===== src/logic/serial_port_cfg_pkg.sv =====
/*
  Constants shared by the serial output port of the 18-bit converter:
  timing, word size, pin positions, register offsets and states.
  Assumes a single 25 MHz clock and the plain register port.
*/
`default_nettype none
package serial_port_cfg_pkg;
  // Clock and serial timing
  localparam int          CLK_PERIOD_NS   = 40;
  localparam int          MASTER_HALF_NS  = 40;
  localparam int          RDC_HALF_NS     = 80;
  localparam logic [7:0]  MASTER_HALF_CYC = 8'((MASTER_HALF_NS + CLK_PERIOD_NS - 1) / CLK_PERIOD_NS);
  localparam logic [7:0]  RDC_HALF_CYC    = 8'((RDC_HALF_NS + CLK_PERIOD_NS - 1) / CLK_PERIOD_NS);

  // Word and bit counts
  localparam int          WORD_BITS       = 18;
  localparam logic [4:0]  LAST_BIT        = 5'h11;
  localparam logic [4:0]  DAISY_DELAY     = 5'h12;

  // Interface select value that turns the shared pins into serial config
  localparam logic [1:0]  MODE_SERIAL     = 2'h3;

  // Shared pin positions (pins of parallel bits 4 to 9)
  localparam int          PIN_DIV0        = 0;
  localparam int          PIN_DIV1        = 1;
  localparam int          PIN_SRC         = 2;
  localparam int          PIN_FPOL        = 3;
  localparam int          PIN_CINV        = 4;
  localparam int          PIN_RDC         = 5;
  localparam int          SHARED_PINS     = 6;
  localparam int          PAR_LSB         = 4;

  // Register offsets and fields
  localparam logic [3:0]  ADDR_STATUS     = 4'h0;
  localparam logic [3:0]  ADDR_MASK       = 4'h4;
  localparam logic [3:0]  ADDR_STATE      = 4'h8;
  localparam logic [3:0]  ADDR_RESULT     = 4'hc;
  localparam int          ST_FRAME        = 0;
  localparam int          ST_RDERR        = 1;
  localparam logic [1:0]  STATUS_RST      = 2'h0;
  localparam logic [1:0]  MASK_RST        = 2'h0;
  localparam logic [17:0] RESULT_RST      = 18'h00000;

  typedef enum logic [0:0] {
    M_IDLE  = 1'b0,
    M_SHIFT = 1'b1
  } mstate_t;
endpackage
`default_nettype wire


===== src/logic/adc_serial_port_config.sv =====
/*
  Serial output port of the 18-bit converter with pin configuration,
  sticky event status, interrupt and a small register port.
  Assumes the conversion core on ref_clk gives conv_start, conv_done and
  result_in; the host serial clock is much slower than ref_clk.
*/
// The register offsets and the address-and-strobe port were decided locally.
// Notes on behaviour
// - Interface select 0, 1 or 2: shared pins drive parallel bits 4 to 9.
// - Master read-after-convert: divide selects slow the internal serial clock.
// - Other serial configurations: divide pins stay high-impedance.
// - Clock source low: device is master and drives its serial clock.
// - Clock source high: host clocks, gated by chip select; data follows it.
// - Master frame marker active high if polarity select low, else active low.
// - Clock invert select flips serial clock sense in every serial mode.
// - Master read-during-convert: previous result shifts during next conversion, fixed period, divide selects ignored.
// - Master read-after-convert: current result shifts only after conversion ends.
// - Slave: daisy-chain input appears on data output after 18 clock periods.
// - Slave: data updates on rising clock edge, or falling when inverted.
// - Master frame marker asserts at read start, holds while data valid.
// - Most significant bit first; inverted for twos complement when coding select low.
// - Slave read unfinished at conversion end: data dropped, error flag pulses.
`default_nettype none
module adc_serial_port_config
  import serial_port_cfg_pkg::*;
(
  // Clock and reset
  input  wire logic                   ref_clk,
  input  wire logic                   rst_n,
  // Conversion core
  input  wire logic                   conv_start,
  input  wire logic                   conv_done,
  input  wire logic [WORD_BITS-1:0]   result_in,
  // Configuration pins
  input  wire logic [1:0]             interface_select,
  input  wire logic                   output_coding_select,
  // Shared pins, parallel bits 4 to 9 or serial configuration
  input  wire logic [SHARED_PINS-1:0] shared_in,
  output var  logic [SHARED_PINS-1:0] shared_out,
  output var  logic [SHARED_PINS-1:0] shared_oe_n,
  // Serial link
  input  wire logic                   cs_n,
  input  wire logic                   sclk_in,
  output var  logic                   sclk_out,
  output var  logic                   sclk_oe_n,
  output var  logic                   serial_data_output,
  output var  logic                   frame_sync,
  output var  logic                   incomplete_read_flag,
  // Register port
  input  wire logic [3:0]             reg_addr,
  input  wire logic [31:0]            reg_wdata,
  input  wire logic                   reg_wr,
  input  wire logic                   reg_rd,
  output var  logic [31:0]            reg_rdata,
  // Interrupt
  output var  logic                   irq
);

  // Pin synchronisers
  logic [10:0]            pins_s;
  logic [SHARED_PINS-1:0] cfg;
  logic [1:0]             mode_s;
  logic                   sclk_s;
  logic                   cs_act_s;
  logic                   coding_s;

  pin_sync #(.W(11)) u_sync (
    .ref_clk  (ref_clk),
    .rst_n    (rst_n),
    .async_in ({output_coding_select, ~cs_n, sclk_in, interface_select, shared_in}),
    .sync_out (pins_s)
  );

  assign cfg      = pins_s[5:0];
  assign mode_s   = pins_s[7:6];
  assign sclk_s   = pins_s[8];
  assign cs_act_s = pins_s[9];
  assign coding_s = pins_s[10];

  logic serial;
  logic master;
  logic slave;
  logic read_during_convert;
  logic clk_inv;
  logic frame_pol;
  assign serial    = (mode_s == MODE_SERIAL);
  assign master    = serial && !cfg[PIN_SRC];
  assign slave     = serial && cfg[PIN_SRC];
  assign read_during_convert       = cfg[PIN_RDC];
  assign clk_inv   = cfg[PIN_CINV];
  assign frame_pol = cfg[PIN_FPOL];

  // MSB inverted gives twos complement
  function automatic logic [WORD_BITS-1:0] fmt_word(input logic [WORD_BITS-1:0] w, input logic coding);
    fmt_word = {w[WORD_BITS-1] ^ ~coding, w[WORD_BITS-2:0]};
  endfunction

  function automatic logic [7:0] half_cycles(input logic rd_conv, input logic [1:0] div);
    half_cycles = rd_conv ? RDC_HALF_CYC : 8'(MASTER_HALF_CYC << div);
  endfunction

  // Serial engine state
  mstate_t              m_state_q, m_state_d;
  logic [7:0]           div_q, div_d;
  logic                 m_clk_q, m_clk_d;
  logic [WORD_BITS-1:0] shift_q, shift_d;
  logic [4:0]           cnt_q, cnt_d;
  logic [WORD_BITS-1:0] result_q, result_d;
  logic                 sclk_prev_q, sclk_prev_d;
  logic                 cs_prev_q, cs_prev_d;
  logic                 ev_frame;
  logic                 ev_rderr;
  logic                 m_start;
  logic                 s_active;
  logic                 s_start;
  logic                 s_upd;
  logic [WORD_BITS-1:0] src_word;

  always_comb begin
    m_state_d   = m_state_q;
    div_d       = div_q;
    m_clk_d     = m_clk_q;
    shift_d     = shift_q;
    cnt_d       = cnt_q;
    result_d    = result_q;
    sclk_prev_d = sclk_s;
    cs_prev_d   = cs_act_s;
    ev_frame    = 1'b0;
    ev_rderr    = 1'b0;
    s_active    = slave && cs_act_s && (cnt_q < DAISY_DELAY);
    s_start     = slave && cs_act_s && !cs_prev_q;
    // Slave update edge follows the clock invert select
    s_upd       = slave && cs_act_s && (clk_inv ? (sclk_prev_q && !sclk_s) : (!sclk_prev_q && sclk_s));
    // Read-during-convert sends the stored word; read-after-convert the fresh one
    src_word    = read_during_convert ? result_q : result_in;
    m_start     = master && m_state_q == M_IDLE && (read_during_convert ? conv_start : conv_done);

    if (conv_done) begin
      if (s_active && cnt_q != 5'h00) begin
        ev_rderr = 1'b1;
      end else begin
        result_d = result_in;
      end
    end

    unique case (m_state_q)
      M_IDLE: begin
        m_clk_d = 1'b0;
        if (m_start) begin
          m_state_d = M_SHIFT;
          shift_d   = fmt_word(src_word, coding_s);
          cnt_d     = 5'h00;
          div_d     = half_cycles(read_during_convert, cfg[PIN_DIV1:PIN_DIV0]) - 8'h01;
        end
      end
      M_SHIFT: begin
        if (!master) begin
          m_state_d = M_IDLE;
        end else if (div_q == 8'h00) begin
          div_d   = half_cycles(read_during_convert, cfg[PIN_DIV1:PIN_DIV0]) - 8'h01;
          m_clk_d = !m_clk_q;
          if (m_clk_q) begin
            if (cnt_q == LAST_BIT) begin
              m_state_d = M_IDLE;
              ev_frame  = 1'b1;
            end else begin
              shift_d = {shift_q[WORD_BITS-2:0], 1'b0};
              cnt_d   = cnt_q + 5'h01;
            end
          end
        end else begin
          div_d = div_q - 8'h01;
        end
      end
    endcase

    if (s_start) begin
      shift_d = fmt_word(result_q, coding_s);
      cnt_d   = 5'h00;
    end else if (s_upd) begin
      // Daisy-chain bits enter behind the word, 18 shifts later they reach the pin
      shift_d = {shift_q[WORD_BITS-2:0], cfg[PIN_RDC]};
      if (cnt_q != DAISY_DELAY) begin
        cnt_d = cnt_q + 5'h01;
      end
      if (cnt_q == LAST_BIT) begin
        ev_frame = 1'b1;
      end
    end
  end

  always_ff @(posedge ref_clk) begin
    if (!rst_n) begin
      m_state_q   <= M_IDLE;
      div_q       <= 8'h00;
      m_clk_q     <= 1'b0;
      shift_q     <= RESULT_RST;
      cnt_q       <= DAISY_DELAY;
      result_q    <= RESULT_RST;
      sclk_prev_q <= 1'b0;
      cs_prev_q   <= 1'b0;
    end else begin
      m_state_q   <= m_state_d;
      div_q       <= div_d;
      m_clk_q     <= m_clk_d;
      shift_q     <= shift_d;
      cnt_q       <= cnt_d;
      result_q    <= result_d;
      sclk_prev_q <= sclk_prev_d;
      cs_prev_q   <= cs_prev_d;
    end
  end

  // Pin outputs
  logic [SHARED_PINS-1:0] sh_out_d, sh_oe_n_d;
  logic                   sclk_d, sclk_oe_n_d, sdo_d, fsync_d, rderr_d;

  always_comb begin
    sh_out_d    = result_q[PAR_LSB +: SHARED_PINS];
    // In serial mode every shared pin is an input; divide pins read as high-impedance
    sh_oe_n_d   = serial ? {SHARED_PINS{1'b1}} : {SHARED_PINS{1'b0}};
    sclk_d      = (m_clk_d && master) ^ clk_inv;
    sclk_oe_n_d = !master;
    sdo_d       = serial ? shift_d[WORD_BITS-1] : 1'b0;
    fsync_d     = ((m_state_d == M_SHIFT) && master) ^ frame_pol;
    rderr_d     = ev_rderr;
  end

  logic [SHARED_PINS-1:0] sh_out_q, sh_oe_n_q;
  logic                   sclk_q, sclk_oe_n_q, sdo_q, fsync_q, rderr_q;

  always_ff @(posedge ref_clk) begin
    if (!rst_n) begin
      sh_out_q    <= {SHARED_PINS{1'b0}};
      sh_oe_n_q   <= {SHARED_PINS{1'b1}};
      sclk_q      <= 1'b0;
      sclk_oe_n_q <= 1'b1;
      sdo_q       <= 1'b0;
      fsync_q     <= 1'b0;
      rderr_q     <= 1'b0;
    end else begin
      sh_out_q    <= sh_out_d;
      sh_oe_n_q   <= sh_oe_n_d;
      sclk_q      <= sclk_d;
      sclk_oe_n_q <= sclk_oe_n_d;
      sdo_q       <= sdo_d;
      fsync_q     <= fsync_d;
      rderr_q     <= rderr_d;
    end
  end

  assign shared_out           = sh_out_q;
  assign shared_oe_n          = sh_oe_n_q;
  assign sclk_out             = sclk_q;
  assign sclk_oe_n            = sclk_oe_n_q;
  assign serial_data_output   = sdo_q;
  assign frame_sync           = fsync_q;
  assign incomplete_read_flag = rderr_q;

  // Registers, status, interrupt
  logic [1:0]  status_q, status_d, mask_q, mask_d;
  logic [31:0] rdata_q, rdata_d;
  logic        irq_q, irq_d;

  always_comb begin
    mask_d   = mask_q;
    status_d = status_q;
    if (reg_wr && reg_addr == ADDR_MASK) begin
      mask_d = reg_wdata[1:0];
    end
    if (reg_wr && reg_addr == ADDR_STATUS) begin
      status_d = status_q & ~reg_wdata[1:0];
    end
    // A new event wins over a clear in the same cycle
    status_d[ST_FRAME] = status_d[ST_FRAME] | ev_frame;
    status_d[ST_RDERR] = status_d[ST_RDERR] | ev_rderr;
    irq_d   = |(status_d & mask_d);
    rdata_d = 32'h00000000;
    if (reg_rd) begin
      unique case (reg_addr)
        ADDR_STATUS: rdata_d = {30'h00000000, status_q};
        ADDR_MASK:   rdata_d = {30'h00000000, mask_q};
        ADDR_STATE:  rdata_d = {16'h0000, cnt_q, 2'h0, m_state_q, mode_s, cfg};
        ADDR_RESULT: rdata_d = {14'h0000, result_q};
        default:     rdata_d = 32'h00000000;
      endcase
    end
  end

  always_ff @(posedge ref_clk) begin
    if (!rst_n) begin
      status_q <= STATUS_RST;
      mask_q   <= MASK_RST;
      rdata_q  <= 32'h00000000;
      irq_q    <= 1'b0;
    end else begin
      status_q <= status_d;
      mask_q   <= mask_d;
      rdata_q  <= rdata_d;
      irq_q    <= irq_d;
    end
  end

  assign reg_rdata = rdata_q;
  assign irq       = irq_q;
endmodule
`default_nettype wire


===== src/logic/pin_sync.sv =====
/*
  Two-stage synchroniser bank for pin inputs.
  Assumes inputs are static or slow next to ref_clk; each bit is handled alone.
*/
`default_nettype none
module pin_sync #(
  parameter int W = 1
) (
  // Clock and reset
  input  wire logic         ref_clk,
  input  wire logic         rst_n,
  // Pins in, synchronised levels out
  input  wire logic [W-1:0] async_in,
  output var  logic [W-1:0] sync_out
);
  genvar i;
  generate
    for (i = 0; i < W; i++) begin : g_bit
      logic meta_q;
      logic meta_d;
      logic stab_q;
      always_comb begin
        meta_d = async_in[i];
      end
      always_ff @(posedge ref_clk) begin
        if (!rst_n) begin
          meta_q <= 1'b0;
          stab_q <= 1'b0;
        end else begin
          meta_q <= meta_d;
          stab_q <= meta_q;
        end
      end
      assign sync_out[i] = stab_q;
    end
  endgenerate
endmodule
`default_nettype wire


===== config.mk =====
export PLATFORM = sky130hd
export DESIGN_NAME = adc_serial_port_config
export DESIGN_NICKNAME = d
export VERILOG_FILES = /design/src/logic/serial_port_cfg_pkg.sv /design/src/logic/adc_serial_port_config.sv /design/src/logic/pin_sync.sv
export SDC_FILE = /design/constraint.sdc
export NUM_CORES = 1
export LEC_CHECK = 0
export BUFFER_PORTS_ARGS = -buffer_cell sky130_fd_sc_hd__buf_2
export CAP_MARGIN = 20
export CORE_ASPECT_RATIO = 0.9
export CORE_UTILIZATION = 47
export CTS_CLUSTER_DIAMETER = 50
export CTS_CLUSTER_SIZE = 14
export DETAILED_ROUTE_END_ITERATION = 10
export HOLD_SLACK_MARGIN = 0.03
export PLACE_DENSITY = 0.72
export SYNTH_ARGS = -nofsm -noshare
export SYNTH_HDL_FRONTEND = slang
export SYNTH_SLANG_ARGS = --single-unit

===== constraint.sdc =====
create_clock -name ref_clk -period 3.4 [get_ports ref_clk]
set_clock_uncertainty 0.15 [all_clocks]
set_input_delay 1.02 -clock ref_clk [delete_from_list [all_inputs] [get_ports ref_clk]]
set_output_delay 1.02 -clock ref_clk [all_outputs]
set_load 0.03 [all_outputs]

==> metrics.txt, run 1 <==
outcome=complete, no violations; mean post-synth cell area=9.02 µm²; maximum number of buffers from clock root to sink=2; DRC viols=0; Placeable Area=9830 µm²; Leak=0.00228 µW; predominant post-synthesis flop cell=dfxtp_1; cell area reported after detailed placement=5240 µm²; total standard cell area after synthesis=4840 µm²; final cell area excluding filler cells=5520 µm²; leading post-synthesis cells by instance count=dfxtp_1, nor2_1, nand3_1, and2_1, nand2_1; share of cells above drive strength 1=19.5%; peak per-stage delay on the critical path=0.60 ns; final cycle utilization of the critical path=84.5%; f_max=348 MHz; number of vias after detailed routing=4093; global-route wire length before repair=18600 µm; IR drop worst, VDD=0.295 mV; post-cts repair resize count=0; cell type with the highest aggregate area in the netlist=dfxtp_1; area occupied by registers=2200 µm²; worst r2r dst=shift_q[0]; Critical Path Fanout Max=17; number of nets in the final layout=675; worst slew pin tran=0.803 ns; startpoint kind of the worst setup timing path=flip-flop; number of standard-cell rows in the floorplan=34; maximum number of pins on one net before global-route repair=31; worst path buffer plus inverter count=1; setup repair after global routing missed its margin=no; chain of cells forming the critical path=inv_1, ha_1, or4b_1, or4_4, nand2b_1, nor3_1, o31ai_1; CTS Buf Count=9; post-route ant nets=0; clock tree from TritonCTS=built; number of cells on the worst reg-to-reg path=7; Starting Density=49.3%; number of library cell types mapped by synthesis=64; post-detailed-placement half-perimeter wirelength=7980 µm; Cells after Synth=537; Worst EP arrival=2.98 ns; cell at the root of the clock tree=clkbuf_16; number of antenna violations at the first check in global routing=0; final core occ=56.2%; most numerous cell in the Yosys netlist=dfxtp_1; warnings from Yosys=0; Layout fillers=871; final critical-path setup slack=0.528 ns; Top Ports=121; Setup TNS=0 ns; required time of the worst setup path=3.50 ns; routed wirelength normalized by instance count=15.9 µm; violation count after the first detailed-routing iteration=291; Final Routed Wirelength=11600 µm; Maximum Capacitance Violations=0; delay-heaviest family, CP=simple AND/OR/NAND/NOR gates; PwrDens=459 nW/µm²; Hold Path Stages=1; Clk pin slew, worst setup/hold paths=0.07 ns; Setup Fix Bufs, Post-CTS=0; via count of the first global-routing pass=3763; startpoint of the most critical register-to-register path=div_q[0]; vertical extent of the die=98.3 µm; area of the die=10700 µm²; drt first pass iters=5; total track usage=22.3%; cells taking the most area after synthesis=dfxtp_1, mux2i_1, and2_1, a22oi_1, nand3_1; routed vias/inst=5.63; number of buffer cells added on primary ports=76; minimum clock period after layout=2.87 ns; type of the worst setup path=reg2reg; register area share after synthesis=45.5%; relative slew slack=46.3%; H-tree depth=3; area taken by multi-input logic gates=2360 µm²; Worst Hold Path EP=u_sync.g_bit[0].stab_q; grt total ovfl=0; register-to-register path setup slack=0.53 ns; gp weighted congestion=0.872; latest clock arrival within the worst-skew pair=0.35 ns; area added between synthesis and finish=13.9%; Hold Buf Count CTS=0; Worst Hold Launch=u_sync.g_bit[0].meta_q; Max Transition Viols Final=0; number of antenna repair diodes=0; die span in x=109 µm; CTS sink count=110; number of hold violations in the final report=0; #FFs+latches synth=110; count of final setup violators=0; share of the synthesized area in the top cell type=45.5%; slowest stage cell on the critical path=or4b_1; async set-or-reset flop fraction in the synthesized netlist=0%; type of the worst min-delay path=reg2reg; number of enable flip-flop cells after synthesis=0; post-place setup slack=0.562 ns; Critical Path Sink Type=flip-flop
==> sequential cells by signal (all words and copies together) (netlist names), 2 cells and up <==
name and cells:
mask_q 2, div_q 8, shared_out 6, status_q 2, u_sync.g_bit.meta_q 11, shift_q 18
cnt_q 5, reg_rdata 18, u_sync.g_bit.stab_q 11, result_q 18
==> how the worst max path moves through the flow <==
stage                      startpoint       endpoint  slack (ns)  depth (start not counted)
after floorplan           reg_addr[2]  reg_rdata[11]        0.92                          5
after global placement      conv_done     shift_q[1]        0.63                          7
after detailed placement     div_q[0]     shift_q[0]        0.56                          7
after CTS                    div_q[0]     shift_q[0]        0.55                          7
after global routing         div_q[0]     shift_q[1]        0.37                          7
final                        div_q[0]     shift_q[0]        0.53                          7
==> metrics by stage <==
| step | instances | total power, µW | hold slack (ns) |
|---|---|---|---|
| after floorplan | 550 | 1520 | 0.262 |
| after global placement | 711 | 1570 | 0.265 |
| after detailed placement | 711 | 1570 | 0.267 |
| after CTS | 727 | 2540 | 0.285 |
| after global routing | 727 | 2620 | 0.294 |
| final | 727 | 2530 | 0.283 |
==> kinds of logic (layout without fill, tap and decap cells) <==
family | after synthesis | in the layout | share of synthesized area, %
DFF | 110 | 110 | 45.5
adders and majority gates | 8 | 8 | 2.07
AOI/OAI and AO/OA | 115 | 115 | 15.7
muxes | 32 | 32 | 6.77
xor gates and xnor gates | 8 | 8 | 1.45
and+or+nand+nor | 196 | 196 | 21.5
other | 1 | 14 | 0.0774
buffers and inverters | 67 | 118 | 7.08
==> per-layer routing <==
metal	GRT usage, %	wire (µm)
met5	0	0
met4	7.07	125
met3	4.74	871
met2	34.0	5150
met1	31.4	5440
==> area by class of cell <==
cell class	instances	area share [%]
clock buffer	11	4.22
clock inverter	5	0.816
inverter	14	0.952
multi-input combinational	373	42.7
sequential	110	39.9
tap	126	2.86
timing repair buffer	88	8.52
==> placed cells by master, fill, tap and decap left out, types with 4 or more instances in the layout <==
master     instances
nor3_1             5
and2_1            35
nand4_1            4
clkbuf_16          9
inv_1             13
xnor2_1            4
dfxtp_1          110
conb_1            14
mux2_2             6
nor3b_1            4
and3_1             4
o21ai_0           23
a21oi_1           19
buf_2             76
nand2_1           29
a31oi_1           18
buf_4             12
xor2_1             4
ha_1               8
nand2b_1           4
nand3_1           37
nor2_1            49
a22oi_1           26
mux2i_1           26
==> power breakdown <==
group          switching, µW  internal, µW
Clock                    482           507
Sequential              29.5          1320
Combinational            119          73.7
==> worst reg2reg max path, delay by kind of cell, from the launching register on <==
family                   cells  cell delay, ns
adder cells (fa/ha/maj)      1            0.14
buffers and inverters        1            0.09
flip-flops                   1            0.34
AO/OA/AOI/OAI                1            0.24
AND/OR/NAND/NOR              4            1.81
Note: power is estimated with default switching activity, not from simulation.
==> run 2: changes to the inputs <==
--- a/config.mk
+++ b/config.mk
@@ -13,7 +13,7 @@
 export CTS_CLUSTER_SIZE = 14
 export DETAILED_ROUTE_END_ITERATION = 10
 export HOLD_SLACK_MARGIN = 0.03
-export PLACE_DENSITY = 0.72
+export PLACE_DENSITY = 0.75
 export SYNTH_ARGS = -nofsm -noshare
 export SYNTH_HDL_FRONTEND = slang
 export SYNTH_SLANG_ARGS = --single-unit
==> constraint.sdc (replaced) <==
create_clock -name ref_clk -period 2.4 [get_ports ref_clk]
set_clock_uncertainty 0.15 [all_clocks]
set_input_delay 0.72 -clock ref_clk [delete_from_list [all_inputs] [get_ports ref_clk]]
set_output_delay 0.72 -clock ref_clk [all_outputs]
set_load 0.03 [all_outputs]
==> run 2 against run 1 <==
- die area unchanged
- routed wire length rose by 5.9%
- utilization grew 4.6 points
- worst setup slack lost 0.52 ns
- sequential share of layout area decreased by 3.0 points
- hold slack improved by 0.0050 ns
- largest power group unchanged
- maximum frequency rose by 20%
- critical path depth did not move
- cell area rose by 8.2%
==> metrics.txt, run 2 (same netlist as run 1, synthesis figures left out) <==
Critical Path Sink Type=flip-flop; peak per-stage delay on the critical path=0.56 ns (-0.04 ns); grt total ovfl=0 (unchanged); count of final setup violators=0 (unchanged); routed wirelength normalized by instance count=16.0 µm (about the same); H-tree depth=3 (unchanged); outcome=complete, no violations; gp weighted congestion=0.899 (+3.0%); routed length on met3=1000 µm (+15%); highest-count cells in the layout ignoring fill and taps=dfxtp_1, buf_2, nor2_1, buf_4, nand3_1; area added between synthesis and finish=23.3%; Leak=0.00253 µW (+11%); Maximum Capacitance Violations=0 (unchanged); required time of the worst setup path=2.47 ns (-1.03 ns); final core occ=60.8% (+4.6 points); minimum clock period after layout=2.39 ns (-0.480 ns); chain of cells forming the critical path=inv_2, ha_4, or4b_4, or4_4, nor2b_4, a221oi_2, o31ai_1; via count of the first global-routing pass=3997 (+6.2%); Max Transition Viols Final=0 (unchanged); number of antenna repair diodes=0 (unchanged); cell area reported after detailed placement=5560 µm² (+6.1%); violation count after the first detailed-routing iteration=232 (-20%); number of standard-cell rows in the floorplan=34 (unchanged); drt first pass iters=5 (unchanged); share of cells above drive strength 1=26.9% (+7.4 points); maximum number of buffers from clock root to sink=2 (unchanged); wire length the detailed router placed on met1=5450 µm (+0.20%); Placeable Area=9830 µm² (unchanged); vertical extent of the die=98.3 µm (unchanged); clock tree from TritonCTS=built; area of the die=10700 µm² (unchanged); final cell area excluding filler cells=5970 µm² (+8.2%); cell at the root of the clock tree=clkbuf_16; Worst EP arrival=2.46 ns (-0.52 ns); total track usage=23.3% (+0.97 points); CTS Buf Count=9 (unchanged); Starting Density=49.3% (unchanged); number of vias after detailed routing=4321 (+5.6%); number of buffer cells added on primary ports=76 (unchanged); post-route ant nets=0 (unchanged); Max Used Layer=met4; final cycle utilization of the critical path=99.7% (+15 points); routed vias/inst=5.62 (-0.20%); Worst setup endpoint=shift_q[0]; latest clock arrival within the worst-skew pair=0.34 ns (about the same); slowest stage cell on the critical path=or4_4; startpoint of the most critical register-to-register path=div_q[1]; type of the worst min-delay path=reg2reg; CTS sink count=110 (unchanged); register-to-register path setup slack=0.008 ns (-0.52 ns); most frequent standard cell in the layout excluding fill and tap cells=dfxtp_1; f_max=418 MHz (+20%); number of antenna violations at the first check in global routing=0 (unchanged); DRC viols=0 (unchanged); Setup TNS=0 ns (unchanged); Final Routed Wirelength=12300 µm (+5.9%); relative slew slack=47.2% (+0.92 points); setup repair after global routing missed its margin=yes; post-detailed-placement half-perimeter wirelength=8680 µm (+8.7%); Met2 Routed Length=5580 µm (+8.3%); startpoint kind of the worst setup timing path=flip-flop; global-route wire length before repair=19400 µm (+4.3%); die span in x=109 µm (unchanged); Top Ports=121 (unchanged); Critical Path Fanout Max=9 (-8); Clk pin slew, worst setup/hold paths=0.08 ns (about the same); number of nets in the final layout=717 (+6.2%); IR drop worst, VDD=0.347 mV (+18%); PwrDens=614 nW/µm² (+34%); number of hold violations in the final report=0 (unchanged); worst slew pin tran=0.784 ns (-0.0191 ns); worst r2r dst=shift_q[0]; worst setup path startpoint=div_q[1]; number of cells on the worst reg-to-reg path=7 (unchanged); type of the worst setup path=reg2reg; maximum number of pins on one net before global-route repair=35 (+13%)
run 2: changes by cell type in the layout (fill, tap and decap cells not counted), moves of 2 or more:
cell and change:
inv_1 -2, dfxtp_2 +2, dfxtp_1 -2, clkinv_4 -3, clkbuf_1 -2, clkinv_8 +2, buf_6 +3, buf_4 +36
buf_12 +3, inv_6 +3, inv_2 +2
run 2: per-stage QoR:
stage / total power, µW / setup slack, ns / std cells / hold slack [ns]
floorplan: 2150 / 0.0424 / 550 / 0.262
global placement: 2230 / -0.0886 / 748 / 0.264
detailed placement: 2240 / -0.121 / 748 / 0.271
CTS: 3690 / 0.00772 / 765 / 0.289
global route: 3810 / -0.0948 / 769 / 0.307
finish: 3670 / 0.00827 / 769 / 0.288
run 2: power breakdown:
| group | leakage, µW | switching (µW) | internal, µW |
|---|---|---|---|
| Clock | 0.000148 | 721 | 739 |
| Combinational | 0.00149 | 183 | 118 |
| Sequential | 0.000897 | 35.8 | 1870 |
| Total | 0.00253 | 939 | 2730 |
run 2: what timing repair did:
action	4_1_cts	5_1_grt
setup endpoints to repair	11	6
pin swaps	0	6
resized for setup	2	18
setup buffers	1	5
hold buffers	0	0
run 2: area by class of cell:
| type | count | area, µm² |
|---|---|---|
| tap | 126 | 158 |
| multi-input combinational | 373 | 2420 |
| inverter | 14 | 52.6 |
| timing repair buffer | 130 | 835 |
| clock inverter | 7 | 75.1 |
| sequential | 110 | 2200 |
| clock buffer | 9 | 225 |
| fill | 833 | 3850 |
run 2: routing by layer:
layer	up-vias	global-route usage, %
met5	-	0
met4	0	9.98
met3	22	4.07
met2	198	36.2
met1	2025	31.5
li1	2076	-
run 2: critical path, delay by kind of cell (launching register included):
kind                       cells  cell delay (ns)
buffers and inverters          1             0.07
DFF                            1             0.32
adders and majority gates      1             0.12
AOI/OAI and AO/OA              2             0.34
and+or+nand+nor                3             1.26
run 2: worst min-delay path by stage:
stage | startpoint | end | slack, ns | depth (start not counted)
after global placement | u_sync.g_bit[10].meta_q | u_sync.g_bit[10].stab_q | 0.26 | 1
final | u_sync.g_bit[2].meta_q | u_sync.g_bit[2].stab_q | 0.29 | 1
after global routing | u_sync.g_bit[10].meta_q | u_sync.g_bit[10].stab_q | 0.31 | 1
after CTS | u_sync.g_bit[8].meta_q | u_sync.g_bit[8].stab_q | 0.29 | 1
after detailed placement | u_sync.g_bit[8].meta_q | u_sync.g_bit[8].stab_q | 0.27 | 1
after floorplan | u_sync.g_bit[0].meta_q | u_sync.g_bit[0].stab_q | 0.26 | 1
